<file path="src/verilog/tcmo_pkg.sv">
// Constants, types and state layout of the timer compare output unit
package tcmo_pkg;

  localparam int CNT_W = 16;
  localparam int PRESC_W = 10;
  localparam int UNITS = 2;
  localparam int UNIT_A = 0;

  localparam logic [15:0] CNT_MAX = 16'hffff;
  localparam logic [15:0] CNT_BOTTOM = 16'h0000;

  // Waveform modes handled here
  localparam logic [3:0] WGM_NORMAL = 4'h0;
  localparam logic [3:0] WGM_CTC_OCR = 4'h4;
  localparam logic [3:0] WGM_CTC_ICR = 4'hc;
  localparam logic [3:0] WGM_FPWM_OCR = 4'hf;

  // Compare output mode codes
  localparam logic [1:0] COM_OFF = 2'h0;
  localparam logic [1:0] COM_TOGGLE = 2'h1;
  localparam logic [1:0] COM_CLEAR = 2'h2;
  localparam logic [1:0] COM_SET = 2'h3;

  // Prescaler selects and divider masks
  localparam logic [2:0] CS_STOP = 3'h0;
  localparam logic [2:0] CS_DIV1 = 3'h1;
  localparam logic [2:0] CS_DIV8 = 3'h2;
  localparam logic [2:0] CS_DIV64 = 3'h3;
  localparam logic [2:0] CS_DIV256 = 3'h4;
  localparam logic [2:0] CS_DIV1024 = 3'h5;
  localparam logic [9:0] MASK_DIV8 = 10'h007;
  localparam logic [9:0] MASK_DIV64 = 10'h03f;
  localparam logic [9:0] MASK_DIV256 = 10'h0ff;
  localparam logic [9:0] MASK_DIV1024 = 10'h3ff;

  localparam logic OC_RST = 1'b0;

  // Per-unit control from the CPU side
  typedef struct packed {
    logic [1:0] mode;
    logic force_s;
    logic wr;
    logic [15:0] wdata;
    logic flag_clr;
  } tcmo_unit_t;

  typedef struct packed {
    logic value;
    logic oe;
  } tcmo_pin_t;

  typedef struct packed {
    logic [9:0] presc;
    logic [15:0] cnt;
    logic [1:0][15:0] ocr;
    logic [1:0][15:0] ocr_buf;
    logic [1:0] oc;
    logic [1:0] ocf;
    logic tov;
    logic icf;
    logic block;
    tcmo_pin_t [1:0] pin;
  } tcmo_state_t;

  localparam tcmo_state_t STATE_RST = '0;

endpackage

</file>
<file path="src/verilog/tcmo_top.sv">
// Timer counter with normal, clear-on-match and compare output units
`timescale 1ns/1ps
module tcmo_top
(
  // Clock and reset
  input wire logic clk_i,
  input wire logic resetn_i,
  // Timer configuration
  input wire logic [3:0] waveform_mode_select_i,
  input wire logic [2:0] clock_select_i,
  // Compare units A and B
  input wire tcmo_pkg::tcmo_unit_t [1:0] unit_i,
  // Counter access
  input wire logic counter_wr_i,
  input wire logic [15:0] counter_wdata_i,
  // Capture register used as top
  input wire logic [15:0] capture_top_register_i,
  // Flag clears
  input wire logic overflow_clr_i,
  input wire logic capture_clr_i,
  // Port pin logic
  input wire logic [1:0] port_out_i,
  input wire logic [1:0] direction_bit_i,
  // Status
  output logic [15:0] counter_value_o,
  output logic [1:0][15:0] compare_value_o,
  output logic overflow_flag_o,
  output logic [1:0] compare_match_flag_o,
  output logic capture_flag_o,
  output logic [1:0] output_compare_state_o,
  // Pins
  output tcmo_pkg::tcmo_pin_t [1:0] pin_o
);

  tcmo_pkg::tcmo_state_t s_r;
  tcmo_pkg::tcmo_state_t s_nxt;

  // PWM decode, shared by buffering and force gating
  function automatic logic is_pwm(input logic [3:0] wgm);
    logic r;
    r = 1'b1;
    if (wgm == tcmo_pkg::WGM_NORMAL)
    begin
      r = 1'b0;
    end
    if (wgm == tcmo_pkg::WGM_CTC_OCR || wgm == tcmo_pkg::WGM_CTC_ICR)
    begin
      r = 1'b0;
    end
    return r;
  endfunction

  // Modes whose counter clears at top
  function automatic logic clears_at_top(input logic [3:0] wgm);
    logic r;
    r = 1'b0;
    case (wgm)
      tcmo_pkg::WGM_CTC_OCR: r = 1'b1;
      tcmo_pkg::WGM_CTC_ICR: r = 1'b1;
      tcmo_pkg::WGM_FPWM_OCR: r = 1'b1;
      default: r = 1'b0;
    endcase
    return r;
  endfunction

  // Timer tick from the free prescaler
  function automatic logic presc_tick(input logic [2:0] cs, input logic [9:0] p);
    logic r;
    r = 1'b0;
    case (cs)
      tcmo_pkg::CS_DIV1: r = 1'b1;
      tcmo_pkg::CS_DIV8: r = (p & tcmo_pkg::MASK_DIV8) == tcmo_pkg::MASK_DIV8;
      tcmo_pkg::CS_DIV64: r = (p & tcmo_pkg::MASK_DIV64) == tcmo_pkg::MASK_DIV64;
      tcmo_pkg::CS_DIV256: r = (p & tcmo_pkg::MASK_DIV256) == tcmo_pkg::MASK_DIV256;
      tcmo_pkg::CS_DIV1024: r = (p & tcmo_pkg::MASK_DIV1024) == tcmo_pkg::MASK_DIV1024;
      default: r = 1'b0;
    endcase
    return r;
  endfunction

  // State after a match or a forced compare
  function automatic logic match_action(
    input logic [1:0] com,
    input logic oc,
    input logic toggle_ok
  );
    logic r;
    r = oc;
    case (com)
      tcmo_pkg::COM_TOGGLE:
      begin
        if (toggle_ok)
        begin
          r = ~oc;
        end
      end
      tcmo_pkg::COM_CLEAR: r = 1'b0;
      tcmo_pkg::COM_SET: r = 1'b1;
      default: r = oc;
    endcase
    return r;
  endfunction

  // State at the top-to-bottom step in fast PWM
  function automatic logic bottom_action(input logic [1:0] com, input logic oc);
    logic r;
    r = oc;
    case (com)
      tcmo_pkg::COM_CLEAR: r = 1'b1;
      tcmo_pkg::COM_SET: r = 1'b0;
      default: r = oc;
    endcase
    return r;
  endfunction

  logic tick;
  logic pwm;
  logic [15:0] top;
  logic at_top;
  logic at_max;
  logic [1:0] ocf_set;
  logic tov_set;
  logic icf_set;

  always_comb
  begin
    s_nxt = s_r;
    pwm = is_pwm(waveform_mode_select_i);
    tick = presc_tick(clock_select_i, s_r.presc);
    // Top from capture register or compare value A
    if (waveform_mode_select_i == tcmo_pkg::WGM_CTC_ICR)
    begin
      top = capture_top_register_i;
    end
    else
    begin
      top = s_r.ocr[tcmo_pkg::UNIT_A];
    end
    at_top = clears_at_top(waveform_mode_select_i) && (s_r.cnt == top);
    at_max = s_r.cnt == tcmo_pkg::CNT_MAX;
    ocf_set = 2'b00;
    tov_set = 1'b0;
    icf_set = 1'b0;

    if (clock_select_i == tcmo_pkg::CS_STOP)
    begin
      s_nxt.presc = '0;
    end
    else
    begin
      s_nxt.presc = s_r.presc + 10'h001;
    end

    // Counting, matches and flags only on ticks
    if (tick)
    begin
      s_nxt.block = 1'b0;
      // Counting chosen by waveform mode alone
      if (at_top)
      begin
        s_nxt.cnt = tcmo_pkg::CNT_BOTTOM;
      end
      else
      begin
        s_nxt.cnt = s_r.cnt + 16'h0001;
      end
      if (waveform_mode_select_i == tcmo_pkg::WGM_FPWM_OCR)
      begin
        tov_set = at_top;
        if (at_top)
        begin
          s_nxt.ocr = s_r.ocr_buf;
        end
      end
      else
      begin
        tov_set = at_max && !at_top;
      end
      icf_set = at_top && (waveform_mode_select_i == tcmo_pkg::WGM_CTC_ICR);
      for (int u = 0; u < tcmo_pkg::UNITS; u++)
      begin
        // A counter write blanks the next compare
        if (s_r.cnt == s_r.ocr[u] && !s_r.block)
        begin
          ocf_set[u] = 1'b1;
          // Mode read at the match itself
          s_nxt.oc[u] = match_action(unit_i[u].mode, s_r.oc[u],
            !pwm || (u == tcmo_pkg::UNIT_A));
        end
        if (pwm && at_top)
        begin
          s_nxt.oc[u] = bottom_action(unit_i[u].mode, s_nxt.oc[u]);
        end
      end
    end

    // CPU counter write wins over counting
    if (counter_wr_i)
    begin
      s_nxt.cnt = counter_wdata_i;
      s_nxt.block = 1'b1;
    end

    for (int u = 0; u < tcmo_pkg::UNITS; u++)
    begin
      if (unit_i[u].wr)
      begin
        s_nxt.ocr_buf[u] = unit_i[u].wdata;
        // Unbuffered outside PWM
        if (!pwm)
        begin
          s_nxt.ocr[u] = unit_i[u].wdata;
        end
      end
      // Forced compare: state only, no flag or counter change
      if (unit_i[u].force_s && !pwm)
      begin
        s_nxt.oc[u] = match_action(unit_i[u].mode, s_r.oc[u], 1'b1);
      end
      // Set wins over clear
      s_nxt.ocf[u] = (s_r.ocf[u] && !unit_i[u].flag_clr) || ocf_set[u];
      // Override picked by compare output mode only
      if (unit_i[u].mode != tcmo_pkg::COM_OFF)
      begin
        s_nxt.pin[u].value = s_nxt.oc[u];
      end
      else
      begin
        s_nxt.pin[u].value = port_out_i[u];
      end
      s_nxt.pin[u].oe = direction_bit_i[u];
    end

    s_nxt.tov = (s_r.tov && !overflow_clr_i) || tov_set;
    // Capture flag only from top; compare modes take no part
    s_nxt.icf = (s_r.icf && !capture_clr_i) || icf_set;
  end

  always_ff @(posedge clk_i or negedge resetn_i)
  begin
    if (!resetn_i)
    begin
      s_r <= tcmo_pkg::STATE_RST;
    end
    else
    begin
      s_r <= s_nxt;
    end
  end

  assign counter_value_o = s_r.cnt;
  assign compare_value_o = s_r.ocr;
  assign overflow_flag_o = s_r.tov;
  assign compare_match_flag_o = s_r.ocf;
  assign capture_flag_o = s_r.icf;
  assign output_compare_state_o = s_r.oc;
  assign pin_o = s_r.pin;

endmodule
</file>
<file path="config.mk">
export PLATFORM = sky130hd
export DESIGN_NAME = tcmo_top
export DESIGN_NICKNAME = d
export VERILOG_FILES = /design/src/verilog/tcmo_pkg.sv /design/src/verilog/tcmo_top.sv
export SDC_FILE = /design/constraint.sdc
export NUM_CORES = 1
export LEC_CHECK = 0
export BUFFER_PORTS_ARGS = -buffer_cell sky130_fd_sc_hd__buf_2
export CORE_ASPECT_RATIO = 1.25
export CORE_MARGIN = 2
export CORE_UTILIZATION = 49
export CTS_CLUSTER_SIZE = 24
export DETAILED_ROUTE_END_ITERATION = 16
export PLACE_DENSITY = 0.82
export SYNTH_ARGS = -nofsm -noshare
export SYNTH_HDL_FRONTEND = slang
export SYNTH_SLANG_ARGS = --single-unit
</file>
<file path="constraint.sdc">
create_clock -name clk_i -period 2.21 [get_ports clk_i]
set_input_delay 0.221 -clock clk_i [delete_from_list [all_inputs] [get_ports clk_i]]
set_output_delay 0.221 -clock clk_i [all_outputs]
set_load 0.005 [all_outputs]
</file>
# [Word-level counts from Yosys, hierarchy flattened]
# Cells that the tools add are included.
[totals] regBits=101 latch_bits=0 ramBits=0 romBits=0 input_bits=90 word_cells=109 memories=0
[op_classes] n_addsub=2 multipliers=0 div_mod_pow=0 order_cmp=0 n_eq_ne=22 shift=0 n_mux=38 bitwise_logic=2 n_reduce_logical=30
[op_table] operator="two-way mux 16 bit" n=7
[op_table] operator="two-way mux 32 bit" n=2
[op_table] operator="== test 16 bit" n=3
[op_table] operator="two-way mux 48 bit" n=1
[op_table] operator="two-way mux 1 bit" n=19
[op_table] operator="adder 16 x 1 -> 16 bit, second input constant" n=1
[op_table] operator="== test 16 bit, second input constant" n=1
[op_table] operator="logical AND 1 bit" n=12
[op_table] operator="adder 10 x 1 -> 10 bit, second input constant" n=1
[op_table] operator="== test 10 bit, second input constant" n=1
[op_table] operator="two-way mux 10 bit" n=1
[op_table] operator="== test 3 bit, second input constant" n=3
[op_table] operator="case mux 1 bit (3 select lines)" n=3
[op_table] operator="== test 2 bit, second input constant" n=4
[op_table] operator="== test 4 bit, second input constant" n=2
[op_table] operator="== test 8 bit, second input constant" n=1
[op_table] operator="zero test 1 bit" n=7
[op_table] operator="== test 3 x 2 -> 1 bit, second input constant" n=2
[op_table] operator="== test 6 bit, second input constant" n=1
[op_table] operator="nonzero test 2 bit" n=3
[op_table] operator="logical OR 1 bit" n=5
[op_table] operator="case mux 1 bit (5 select lines)" n=1
[op_table] operator="== test 2 x 1 -> 1 bit, second input constant" n=2
[op_table] operator="== test 4 x 3 -> 1 bit, second input constant" n=1
[op_table] operator="other kinds (7)" n=10

# [Longest topological paths before layout]
# Gate-level depths: netlist of the first run.
[logic_depth] depth_word=11 mapped_depth=11 mapped_depth_nobuf=9

# [Worst setup path after synthesis of the first run]
# OpenSTA, ideal clock, no wires.
[synth_path] path_type="flip-flop to flip-flop" start="register s_r[91] (netlist name)" end="register s_r, in the netlist counter_value_o[10]" arrival_ns=2.225 required_time_ns=2.073 slack_ns=-0.152 path_stages_with_launch=11 path_buffers=2 path_cell_list="dfrtp_1 > ha_1 > nand4_1 > a2111oi_0 > o21bai_1 > and2_1 > buf_2 > buf_2 > o21ai_0 > a221oi_1 > a21oi_1"
[synth_via] elab_chain_len=3
[synth_rtl] element="start, declared" line="tcmo_top.sv:35" text="tcmo_pkg::tcmo_state_t s_r;"
[synth_rtl] element="start signal, assigned" line="tcmo_top.sv:243" text="s_r <= tcmo_pkg::STATE_RST;"
[synth_rtl] element="start signal, assigned" line="tcmo_top.sv:247" text="s_r <= s_nxt;"
[synth_rtl] element="== test 10 bit (tied with other cells)" line="tcmo_top.sv:75" text="tcmo_pkg::CS_DIV1024: r = (p & tcmo_pkg::MASK_DIV1024) == tcmo_pkg::MASK_DIV1024;"
[synth_rtl] element="case mux 1 bit (5 select lines) (*)" line="tcmo_top.sv:70" text="case (cs)"
[synth_rtl] element="nonzero test 2 bit (no line) (*)"
# Every way passes the cells marked *; elsewhere a longest branch is shown, timed or not.
# A chain may end at the register's enable or synchronous reset.

==> flow_metrics.py, run 1 <==
metrics = {
    "global_route": {
        "grt_pass1_wl_mm": 27.1,
        "grt_antenna_before_repair": 0,
        "globalRouteTotalUtil_pct": 26.9,
        "grt_overflow_total": 0,
        "maximum_number_of_pins_on_one_net_before_global_route_repair": 35,
        "via_count_of_the_first_global_routing_pass": 5349,
    },
    "sta": {
        "grt_setup_unrepaired": "true",
        "total_of_endpoints_with_negative_setup_slack_in_the_final_report": 45,
        "min_period_ns": 2.39,
        "fin_tns_setup_ns": -5.44,
        "skew_ns": 0.00711,
        "fin_crit_sh_pct": 108,
        "timing.max_slew.rel_slack_pct": 56.5,
        "worstMarginPinSlew_ns": 0.652,
        "final.setup.worst_slack_ns": -0.182,
        "hold_viol": 0,
        "report.final.slew_viol_count": 0,
        "fmaxAchievable_mhz": 418,
    },
    "route": {
        "routed-via-count": 5576,
        "drt-initial-drc-count": 314,
        "detail-route-antenna-nets": 0,
        "drt-pass1-iter-count": 5,
        "top_signal_layer_used": "met4",
        "dr_wl_met3_mm": 1.29,
        "met2WireLength_mm": 8.94,
        "met1_length_mm": 6.85,
        "vias_per_cell": 5.59,
        "routed_wire_length_per_instance_um": 18.0,
        "remaining_drc_errors": 0,
        "wl_mm": 17.9,
    },
    "cts": {
        "ctsRootBufferMaster": "clkbuf_16",
        "cts_buffers": 9,
        "clkSlewWorstSetupHoldPaths_ns": 0.07,
        "clk_latency_ns": 0.35,
        "cts_max_path_buffers": 2,
        "cts_tree": "done",
        "cts_htree_levels": 3,
        "clock_sinks": 101,
    },
    "setup_path": {
        "timing_worst_setup_path_type": "reg -> reg",
        "timing.critical_path.cells": "buf_4 -> xnor2_4 -> o2111ai_2 -> nand2_1 -> and4_1 -> nor3b_4 -> buf_6 -> nand4_1 -> buf_12 -> a21boi_0 -> o311a_1",
        "worst_ep_arrival_time_ns": 2.69,
        "critPathMaxStageDelay_ns": 0.43,
        "setup.worst_path.start_class": "register",
        "critical_path_peak_fanout": 33,
        "worstSetupEndpointType": "register",
        "worstPathRequired_ns": 2.50,
        "reg2regPathDepth": 11,
        "critical_path.slowest_cell": "dfrtp_1",
    },
    "yosys": {
        "yosys_register_bits": 101,
        "primary_ff_master_synth": "dfrtp_1",
        "top_area_cell_type_share_of_the_netlist_area_pct": 42.2,
        "yosys-top-cells-area": "dfrtp_1 (42%), buf_4 (7.3%), mux2_2 (6.2%), nand2_1 (6.1%), a31oi_1 (4.1%)",
        "synthDistinctLibCells": 49,
        "syn_area_per_cell_sq_um": 8.95,
        "seq_area_frac_synth_pct": 42.2,
        "syn_area_sq_um": 6000,
        "synth.net_count": 763,
        "asyncSetResetFlopFracSynth_pct": 100,
        "number_of_instances_in_the_synthesized_netlist": 670,
        "ys.warnings.count": 0,
        "netlist.top_cell.by_area": "dfrtp_1",
        "post_synth_edffs": 0,
    },
    "floorplanning": {
        "pin_count": 148,
        "dieWidth_um": 103,
        "coreArea_sq_um": 12000,
        "initial_core_util_pct": 49.8,
        "die-area_sq_um": 13100,
        "num_rows": 45,
        "die_h_um": 128,
    },
    "placed_design": {
        "placedCellCount": 957,
        "portBuffers": 147,
        "dpl_cell_area_sq_um": 6930,
        "gp_routability_congestion": 0.907,
        "hpwl_mm": 12.1,
    },
    "finish": {
        "finalNetCount": 921,
        "finalNonFillerCells": 997,
        "num_antenna_cells": 0,
        "syn_to_final_growth_pct": 33.8,
        "post_route_cells_drive_above_1_share_pct": 46.1,
        "layout.cell_area.non_filler_sq_um": 8020,
    },
    "power": {
        "netSwitchingFraction_pct": 32.6,
        "cellPowerDensity_nw_per_um2": 691,
        "static-leakage-power_nw": 3.84,
        "max-vdd-ir-drop_v": 0.000389,
        "switching_power_mw": 1.81,
        "seq_power_share_pct": 43.7,
        "p_comb_share_pct": 28.9,
        "clock_power_share_pct": 27.4,
        "power.internal_mw": 3.73,
    },
    "status": {
        "status": "finished with violations",
        "violations": "setup timing",
    },
    "worst_hold_path": {
        "hold_path.class": "in -> reg",
        "holdPathStages": 2,
    },
    "job": {
        "cap_viol_max_count": 0,
    },
}
kinds of logic after synthesis:
| group | after synthesis | synth area share, % |
|---|---|---|
| flops | 101 | 42.2 |
| simple gates | 231 | 17.7 |
| compound gates | 118 | 12.4 |
| buf+inv | 123 | 11.8 |
| xor+xnor | 50 | 7.30 |
| fa+ha+maj | 3 | 0.626 |
| mux | 44 | 8.03 |
layer usage:
layer  vias to the layer above  track usage (%)
li1                       2565                -
met1                      2673             33.9
met2                       272             44.5
met3                        66             4.96
met4                         0             12.2
met5                         -                0
metrics by stage:
step                power, mW  util (%)  setup WS, ns  hold WS [ns]
detailed placement       3.74      57.5        -0.242         0.142
finish                   5.54      66.6        -0.182        0.0319
floorplan                3.27         -       -0.0120       -0.0746
CTS                      5.37      62.9        -0.146        0.0422
global route             5.82      66.6        -0.300        0.0259
global placement         3.70      57.5        -0.149         0.138
path summary, 6_finish.rpt:
kind	start	to	slack (ns)
setup / recovery	counter_value_o[10]	pin_o[1]	-0.18
setup reg to reg	counter_value_o[10]	pin_o[1]	-0.18
max in group asynchronous	resetn_i	counter_value_o[12]	1.27
min in group asynchronous	resetn_i	compare_value_o[9]	0.31
hold / removal	overflow_clr_i	overflow_flag_o	0.03
hold reg to reg	capture_flag_o	capture_flag_o	0.52
synth_stat cells, types with 3 or more instances:
| master | n |
|---|---|
| xnor2_1 | 27 |
| nor3_1 | 12 |
| nor2_1 | 58 |
| mux2i_1 | 11 |
| a21oi_1 | 24 |
| buf_4 | 58 |
| o2111ai_1 | 6 |
| clkbuf_1 | 31 |
| ha_1 | 3 |
| buf_6 | 3 |
| nand2_1 | 97 |
| mux2_2 | 33 |
| o21ai_0 | 24 |
| a211oi_1 | 3 |
| nand4_1 | 7 |
| nand3_1 | 12 |
| nor4_1 | 6 |
| inv_1 | 25 |
| and3_1 | 7 |
| a31oi_1 | 39 |
| a221oi_1 | 8 |
| buf_2 | 4 |
| xor2_1 | 23 |
| and2_1 | 3 |
| nor2b_1 | 17 |
| dfrtp_1 | 101 |
critical path: cells and delay by family, from the launching register on:
family	cells	cell delay, ns
AO/OA/AOI/OAI	3	0.48
XOR/XNOR	1	0.17
buffers and inverters	3	0.54
flip-flops	1	0.43
AND/OR/NAND/NOR	4	0.70
registers in the layout, summed over array words and instances, names as in the netlist:
signal,count
pin_o,4
compare_match_flag_o,2
counter_value_o,16
capture_flag_o,1
s_r,43
compare_value_o,32
overflow_flag_o,1
output_compare_state_o,2
repair_timing:
action / CTS / global route
setup buffers: 9 / 9
setup endpoints to repair: 53 / 55
pin swaps: 67 / 56
gates cloned: 4 / 0
endpoints found under the hold margin: 22 / 0
hold buffers: 3 / 0
gates resized for setup: 60 / 89
area by class of cell:
class	count	area (sq um)
clock buffer	9	225
clock inverter	7	56.3
fill	961	4030
inverter	25	93.8
multi-input combinational	446	3290
sequential	101	2540
tap	164	205
timing repair buffer	245	1610
power groups by stage:
stage / clock (mW) / combinational [mW] / sequential [mW]
after floorplan: 0 / 0.957 / 2.31
after global placement: 0 / 1.29 / 2.40
after detailed placement: 0 / 1.33 / 2.41
after CTS: 1.54 / 1.43 / 2.39
after global routing: 1.63 / 1.74 / 2.45
final: 1.52 / 1.60 / 2.42
cells in the final DEF (no fill, tap or decap), types with 17 or more instances in the layout:
cell / netlist / routed
xor2_1: 23 / 23
nor2b_1: 17 / 17
inv_1: 25 / 25
nand2_1: 97 / 63
dfrtp_1: 101 / 91
buf_2: 4 / 146
a21oi_1: 24 / 21
buf_4: 58 / 79
nor2_1: 58 / 57
xnor2_1: 27 / 20
a31oi_1: 39 / 30
nand2_4: 0 / 19
mux2_2: 33 / 32
Note: power is estimated with default switching activity, not from simulation.
==> run 2: changes to the inputs <==
- SKIP_CTS_REPAIR_TIMING: not set -> 1
==> flow_metrics.py, run 2 (synthesized netlist as in run 1, its figures left out) <==
metrics = {
    "status": {
        "status": "finished with violations",
        "violations": "setup timing",
    },
    "job": {
        "cap_viol_max_count": 0,
    },
    "finish": {
        "finalNetCount": 914,
        "max_reg_flops": 43,
        "layout.filler_cells": 973,
        "num_antenna_cells": 0,
        "most-common-layout-cells": "buf_2 (146), dfrtp_1 (92), buf_4 (74)",
        "final_util_pct": 65.7,
        "mostFrequentLayoutCell": "buf_2",
        "post_route_cells_drive_above_1_share_pct": 45.8,
        "syn_to_final_growth_pct": 32.1,
        "reg_with_most_ffs": "s_r",
    },
    "setup_path": {
        "crit_path_end": "compare_value_o[29]",
        "reg2regPathDepth": 9,
        "setup.worst_path.start_class": "register",
        "worstSetupEndpointType": "register",
        "crit-reg2reg-capture": "compare_value_o[29]",
        "worstReg2RegStart": "s_r[92]",
        "worstPathRequired_ns": 2.48,
        "critical_path.slowest_cell": "dfrtp_1",
        "timing.critical_path.cells": "ha_2 -> nand4_1 -> a2111oi_4 -> o31a_1 -> and2_4 -> and4_4 -> clkbuf_16 -> nand2_2 -> a31oi_1",
        "worst_ep_arrival_time_ns": 2.67,
        "critPathMaxStageDelay_ns": 0.39,
        "worstSetupStartpoint": "s_r[92]",
        "critical_path_peak_fanout": 8,
        "rrSetupSlack_ns": -0.19,
        "timing_worst_setup_path_type": "reg -> reg",
    },
    "cts": {
        "clock_sinks": 101,
        "cts_buffers": 9,
        "clk_latency_ns": 0.36,
        "clkSlewWorstSetupHoldPaths_ns": 0.07,
        "cts_max_path_buffers": 2,
        "ctsRootBufferMaster": "clkbuf_16",
        "cts_tree": "done",
        "cts_htree_levels": 3,
    },
    "route": {
        "vias_per_cell": 5.59,
        "routed_wire_length_per_instance_um": 18.1,
        "drt-pass1-iter-count": 6,
        "remaining_drc_errors": 0,
        "wl_mm": 17.9,
        "routed-via-count": 5531,
        "detail-route-antenna-nets": 0,
        "drt-initial-drc-count": 407,
    },
    "global_route": {
        "maximum_number_of_pins_on_one_net_before_global_route_repair": 35,
        "grt_antenna_before_repair": 0,
        "globalRouteTotalUtil_pct": 25.4,
        "grt_overflow_total": 0,
        "grt_pass1_wl_mm": 25.8,
        "via_count_of_the_first_global_routing_pass": 5132,
    },
    "sta": {
        "fmaxAchievable_mhz": 416,
        "timing.max_slew.rel_slack_pct": 49.3,
        "total_of_endpoints_with_negative_setup_slack_in_the_final_report": 49,
        "grt_setup_unrepaired": "true",
        "skew_ns": 0.00831,
        "min_period_ns": 2.40,
        "worstMarginPinSlew_ns": 0.761,
        "fin_crit_sh_pct": 109,
        "report.final.slew_viol_count": 0,
        "hold_viol": 0,
        "final.setup.worst_slack_ns": -0.193,
    },
    "placed_design": {
        "hpwl_mm": 12.1,
        "placement_stage_worst_setup_slack_ns": -0.242,
        "portBuffers": 147,
        "gp_routability_congestion": 0.907,
    },
    "power": {
        "power.internal_mw": 3.70,
        "design_power_total_mw": 5.50,
        "cellPowerDensity_nw_per_um2": 694,
        "static-leakage-power_nw": 3.70,
        "netSwitchingFraction_pct": 32.7,
        "switching_power_mw": 1.80,
        "seq_power_share_pct": 43.9,
        "p_comb_share_pct": 28.2,
        "clock_power_share_pct": 27.9,
        "max-vdd-ir-drop_v": 0.000387,
    },
    "floorplanning": {
        "initial_core_util_pct": 49.8,
        "dieWidth_um": 103,
        "pin_count": 148,
        "num_rows": 45,
        "die-area_sq_um": 13100,
        "die_h_um": 128,
        "coreArea_sq_um": 12000,
    },
    "worst_hold_path": {
        "hold_path.class": "in -> reg",
    },
}
[run 2: cell types whose count changed in the layout (fill, tap and decap cells not counted), sizes merged]
cell and delta:
buf -9, clkbuf +2
[run 2: power groups by stage]
| stage | Clock (mW) | Combinational, mW | Sequential (mW) |
|---|---|---|---|
| after floorplan | 0 | 0.957 | 2.31 |
| after global placement | 0 | 1.29 | 2.40 |
| after detailed placement | 0 | 1.33 | 2.41 |
| after CTS | 1.54 | 1.35 | 2.38 |
| after global routing | 1.63 | 1.69 | 2.44 |
| final | 1.53 | 1.55 | 2.41 |
[run 2: final cells by class]
class	instances	area, sq um	share of cell area [%]
sequential	101	2540	32.1
inverter	25	93.8	1.19
tap	164	205	2.59
clock inverter	7	56.3	0.711
clock buffer	9	225	2.84
multi-input combinational	446	3250	41.0
timing repair buffer	238	1550	19.6
[run 2: worst max-delay path: cells and delay by family (launching register included)]
family / cells / cell delay, ns
fa+ha+maj: 1 / 0.20
compound gates: 3 / 0.72
simple gates: 4 / 0.79
buf+inv: 1 / 0.22
flops: 1 / 0.39
[run 2: metal layers]
metal  part of all wire [%]  vias up  track usage (%)
met1                     39     2667             32.8
met4                    4.4        0             12.3
met5                      0        -                0
met3                    6.4       65             3.76
li1                       -     2550                -
met2                     50      249             41.4
[run 2: per-stage QoR]
stage | cell area, sq um | hold slack [ns] | instances | TNS [ns]
2_1_floorplan | 6030 | -0.0746 | 670 | -0.0444
3_3_place_gp | 6930 | 0.138 | 957 | -5.30
3_5_place_dp | 6930 | 0.142 | 957 | -8.25
4_1_cts | 7210 | -0.234 | 973 | -10.02
5_1_grt | 7920 | 0.0469 | 990 | -12.02
6_report | 7920 | 0.0311 | 990 | -5.90
[run 2: worst min-delay path by stage]
stage / start / end / slack (ns) / cells after the start
floorplan: resetn_i / capture_flag_o / -0.07 / 0
global placement: resetn_i / s_r[21] / 0.14 / 1
detailed placement: resetn_i / s_r[21] / 0.14 / 1
CTS: resetn_i / s_r[21] / -0.23 / 1
global route: overflow_clr_i / overflow_flag_o / 0.05 / 2
finish: capture_clr_i / capture_flag_o / 0.03 / 2
==> run 3: changes to the inputs <==
- CELL_PAD_IN_SITES_DETAIL_PLACEMENT: not set -> 0
- CELL_PAD_IN_SITES_GLOBAL_PLACEMENT: not set -> 2
- CORE_UTILIZATION: 49 -> 29
==> flow_metrics.py, run 3 (synthesized netlist as in run 1, its figures left out) <==
metrics = {
    "floorplanning": {
        "die_h_um": 165,
        "die-area_sq_um": 21800,
        "initial_core_util_pct": 29.7,
        "pin_count": 148,
        "dieWidth_um": 133,
        "coreArea_sq_um": 20200,
        "num_rows": 58,
    },
    "sta": {
        "timing.max_slew.rel_slack_pct": 56.5,
        "report.final.slew_viol_count": 0,
        "hold_viol": 0,
        "worstMarginPinSlew_ns": 0.653,
        "total_of_endpoints_with_negative_setup_slack_in_the_final_report": 52,
        "fin_tns_setup_ns": -7.87,
        "final.setup.worst_slack_ns": -0.214,
        "grt_setup_unrepaired": "true",
        "skew_ns": 0.00641,
        "fmaxAchievable_mhz": 413,
        "final.hold.worst_slack_ns": 0.0321,
        "min_period_ns": 2.42,
        "fin_crit_sh_pct": 110,
    },
    "global_route": {
        "met2_usage_pct": 28.8,
        "grt_pass1_wl_mm": 28.9,
        "grt.met1_usage_pct": 22.2,
        "via_count_of_the_first_global_routing_pass": 5066,
        "grt_overflow_total": 0,
        "grt_antenna_before_repair": 3,
        "groute.layer.met3.usage_pct": 3.25,
        "grt_busiest_layer": "met2",
        "maximum_number_of_pins_on_one_net_before_global_route_repair": 34,
        "globalRouteTotalUtil_pct": 17.5,
    },
    "finish": {
        "post_route_cells_drive_above_1_share_pct": 40.8,
        "syn_to_final_growth_pct": 31.9,
        "finalNetCount": 937,
        "finalNonFillerCells": 1122,
        "reg_with_most_ffs": "s_r",
        "layout.cell_area.non_filler_sq_um": 7910,
        "mostFrequentLayoutCell": "buf_2",
        "max_reg_flops": 43,
        "most-common-layout-cells": "buf_2 (146), buf_4 (101), nand2_1 (97)",
        "layout.filler_cells": 2120,
    },
    "setup_path": {
        "timing.critical_path.cells": "xnor2_1 -> o211ai_1 -> a21oi_1 -> and4_1 -> nor3b_4 -> nor2_1 -> buf_12 -> buf_4 -> a31oi_1 -> a21oi_1",
        "worstPathRequired_ns": 2.45,
        "worstSetupEndpointType": "register",
        "timing_worst_setup_path_type": "reg -> reg",
        "setup.worst_path.start_class": "register",
        "worst_ep_arrival_time_ns": 2.67,
        "critPathBufInv": 2,
        "path_common_cell": "a21oi_1",
        "cpLargestDelayFamily": "simple AND/OR/NAND/NOR gates",
        "critical_path.slowest_cell": "dfrtp_1",
        "critical_path_peak_fanout": 14,
        "critPathMaxStageDelay_ns": 0.47,
    },
    "route": {
        "drt-pass1-iter-count": 4,
        "drt-initial-drc-count": 403,
        "detail-route-antenna-nets": 0,
        "routed_wire_length_per_instance_um": 17.0,
        "remaining_drc_errors": 0,
        "wl_mm": 19.1,
        "vias_per_cell": 4.72,
        "routed-via-count": 5294,
    },
    "job": {
        "cap_viol_max_count": 0,
    },
    "cts": {
        "cts_tree": "done",
        "cts_htree_levels": 3,
        "cts_max_path_buffers": 2,
        "cts_buffers": 9,
        "ctsRootBufferMaster": "clkbuf_16",
        "clkSlewWorstSetupHoldPaths_ns": 0.07,
        "clock_sinks": 101,
        "clk_latency_ns": 0.36,
    },
    "placed_design": {
        "portBuffers": 147,
        "placement_stage_worst_setup_slack_ns": -0.291,
        "gp_routability_congestion": 0.898,
        "hpwl_mm": 14.6,
        "placedCellCount": 1091,
        "dpl_cell_area_sq_um": 7290,
    },
    "power": {
        "static-leakage-power_nw": 3.70,
        "max-vdd-ir-drop_v": 0.000356,
        "cellPowerDensity_nw_per_um2": 714,
    },
    "status": {
        "violations": "setup timing",
        "status": "finished with violations",
    },
    "worst_hold_path": {
        "hold_path.class": "in -> reg",
    },
}
==> run 3: path summary, 6_finish.rpt <==
kind | startpoint | endpoint | slack (ns) | depth (start not counted)
max | counter_value_o[4] | counter_value_o[9] | -0.21 | 10
min | overflow_clr_i | overflow_flag_o | 0.03 | 2
max reg2reg | counter_value_o[4] | counter_value_o[9] | -0.21 | 10
min reg2reg | s_r[19] | s_r[19] | 0.51 | 1
max in group asynchronous | resetn_i | counter_value_o[14] | 1.20 | 3
min in group asynchronous | resetn_i | s_r[34] | 0.34 | 2
==> run 3: worst reg2reg max path: stages (launching register included) <==
cell,delay [ns]
dfrtp_1,0.47
xnor2_1,0.26
o211ai_1,0.12
a21oi_1,0.19
and4_1,0.25
nor3b_4,0.30
nor2_1,0.13
buf_12,0.17
buf_4,0.15
a31oi_1,0.17
a21oi_1,0.10
==> run 3: layout make-up <==
type	instances	area [sq um]	share of cell area [%]
diodes	3	7.51	0.0950
inverters	25	93.8	1.19
multi-input cells	446	2920	36.9
repair buffers	261	1690	21.4
flip-flops and latches	101	2540	32.1
clock buffers	12	267	3.37
well taps	270	338	4.27
clock inverters	4	52.6	0.665
==> run 3: where the power goes <==
| part | internal (mW) | switching [mW] |
|---|---|---|
| Combinational | 0.814 | 0.723 |
| Sequential | 2.11 | 0.273 |
| Clock | 0.979 | 0.748 |
==> run 3: through the flow <==
step	utilization [%]	power, mW
2_1_floorplan	-	3.27
3_3_place_gp	36.1	3.85
3_5_place_dp	36.1	3.86
4_1_cts	37.7	5.61
5_1_grt	39.2	5.98
6_report	39.2	5.65
==> run 3: metal layers <==
metal,share of wire [%],up-vias
met4,2.7,2
met1,44,2528
met3,5.2,28
met5,0.037,-
met2,48,148
li1,-,2588
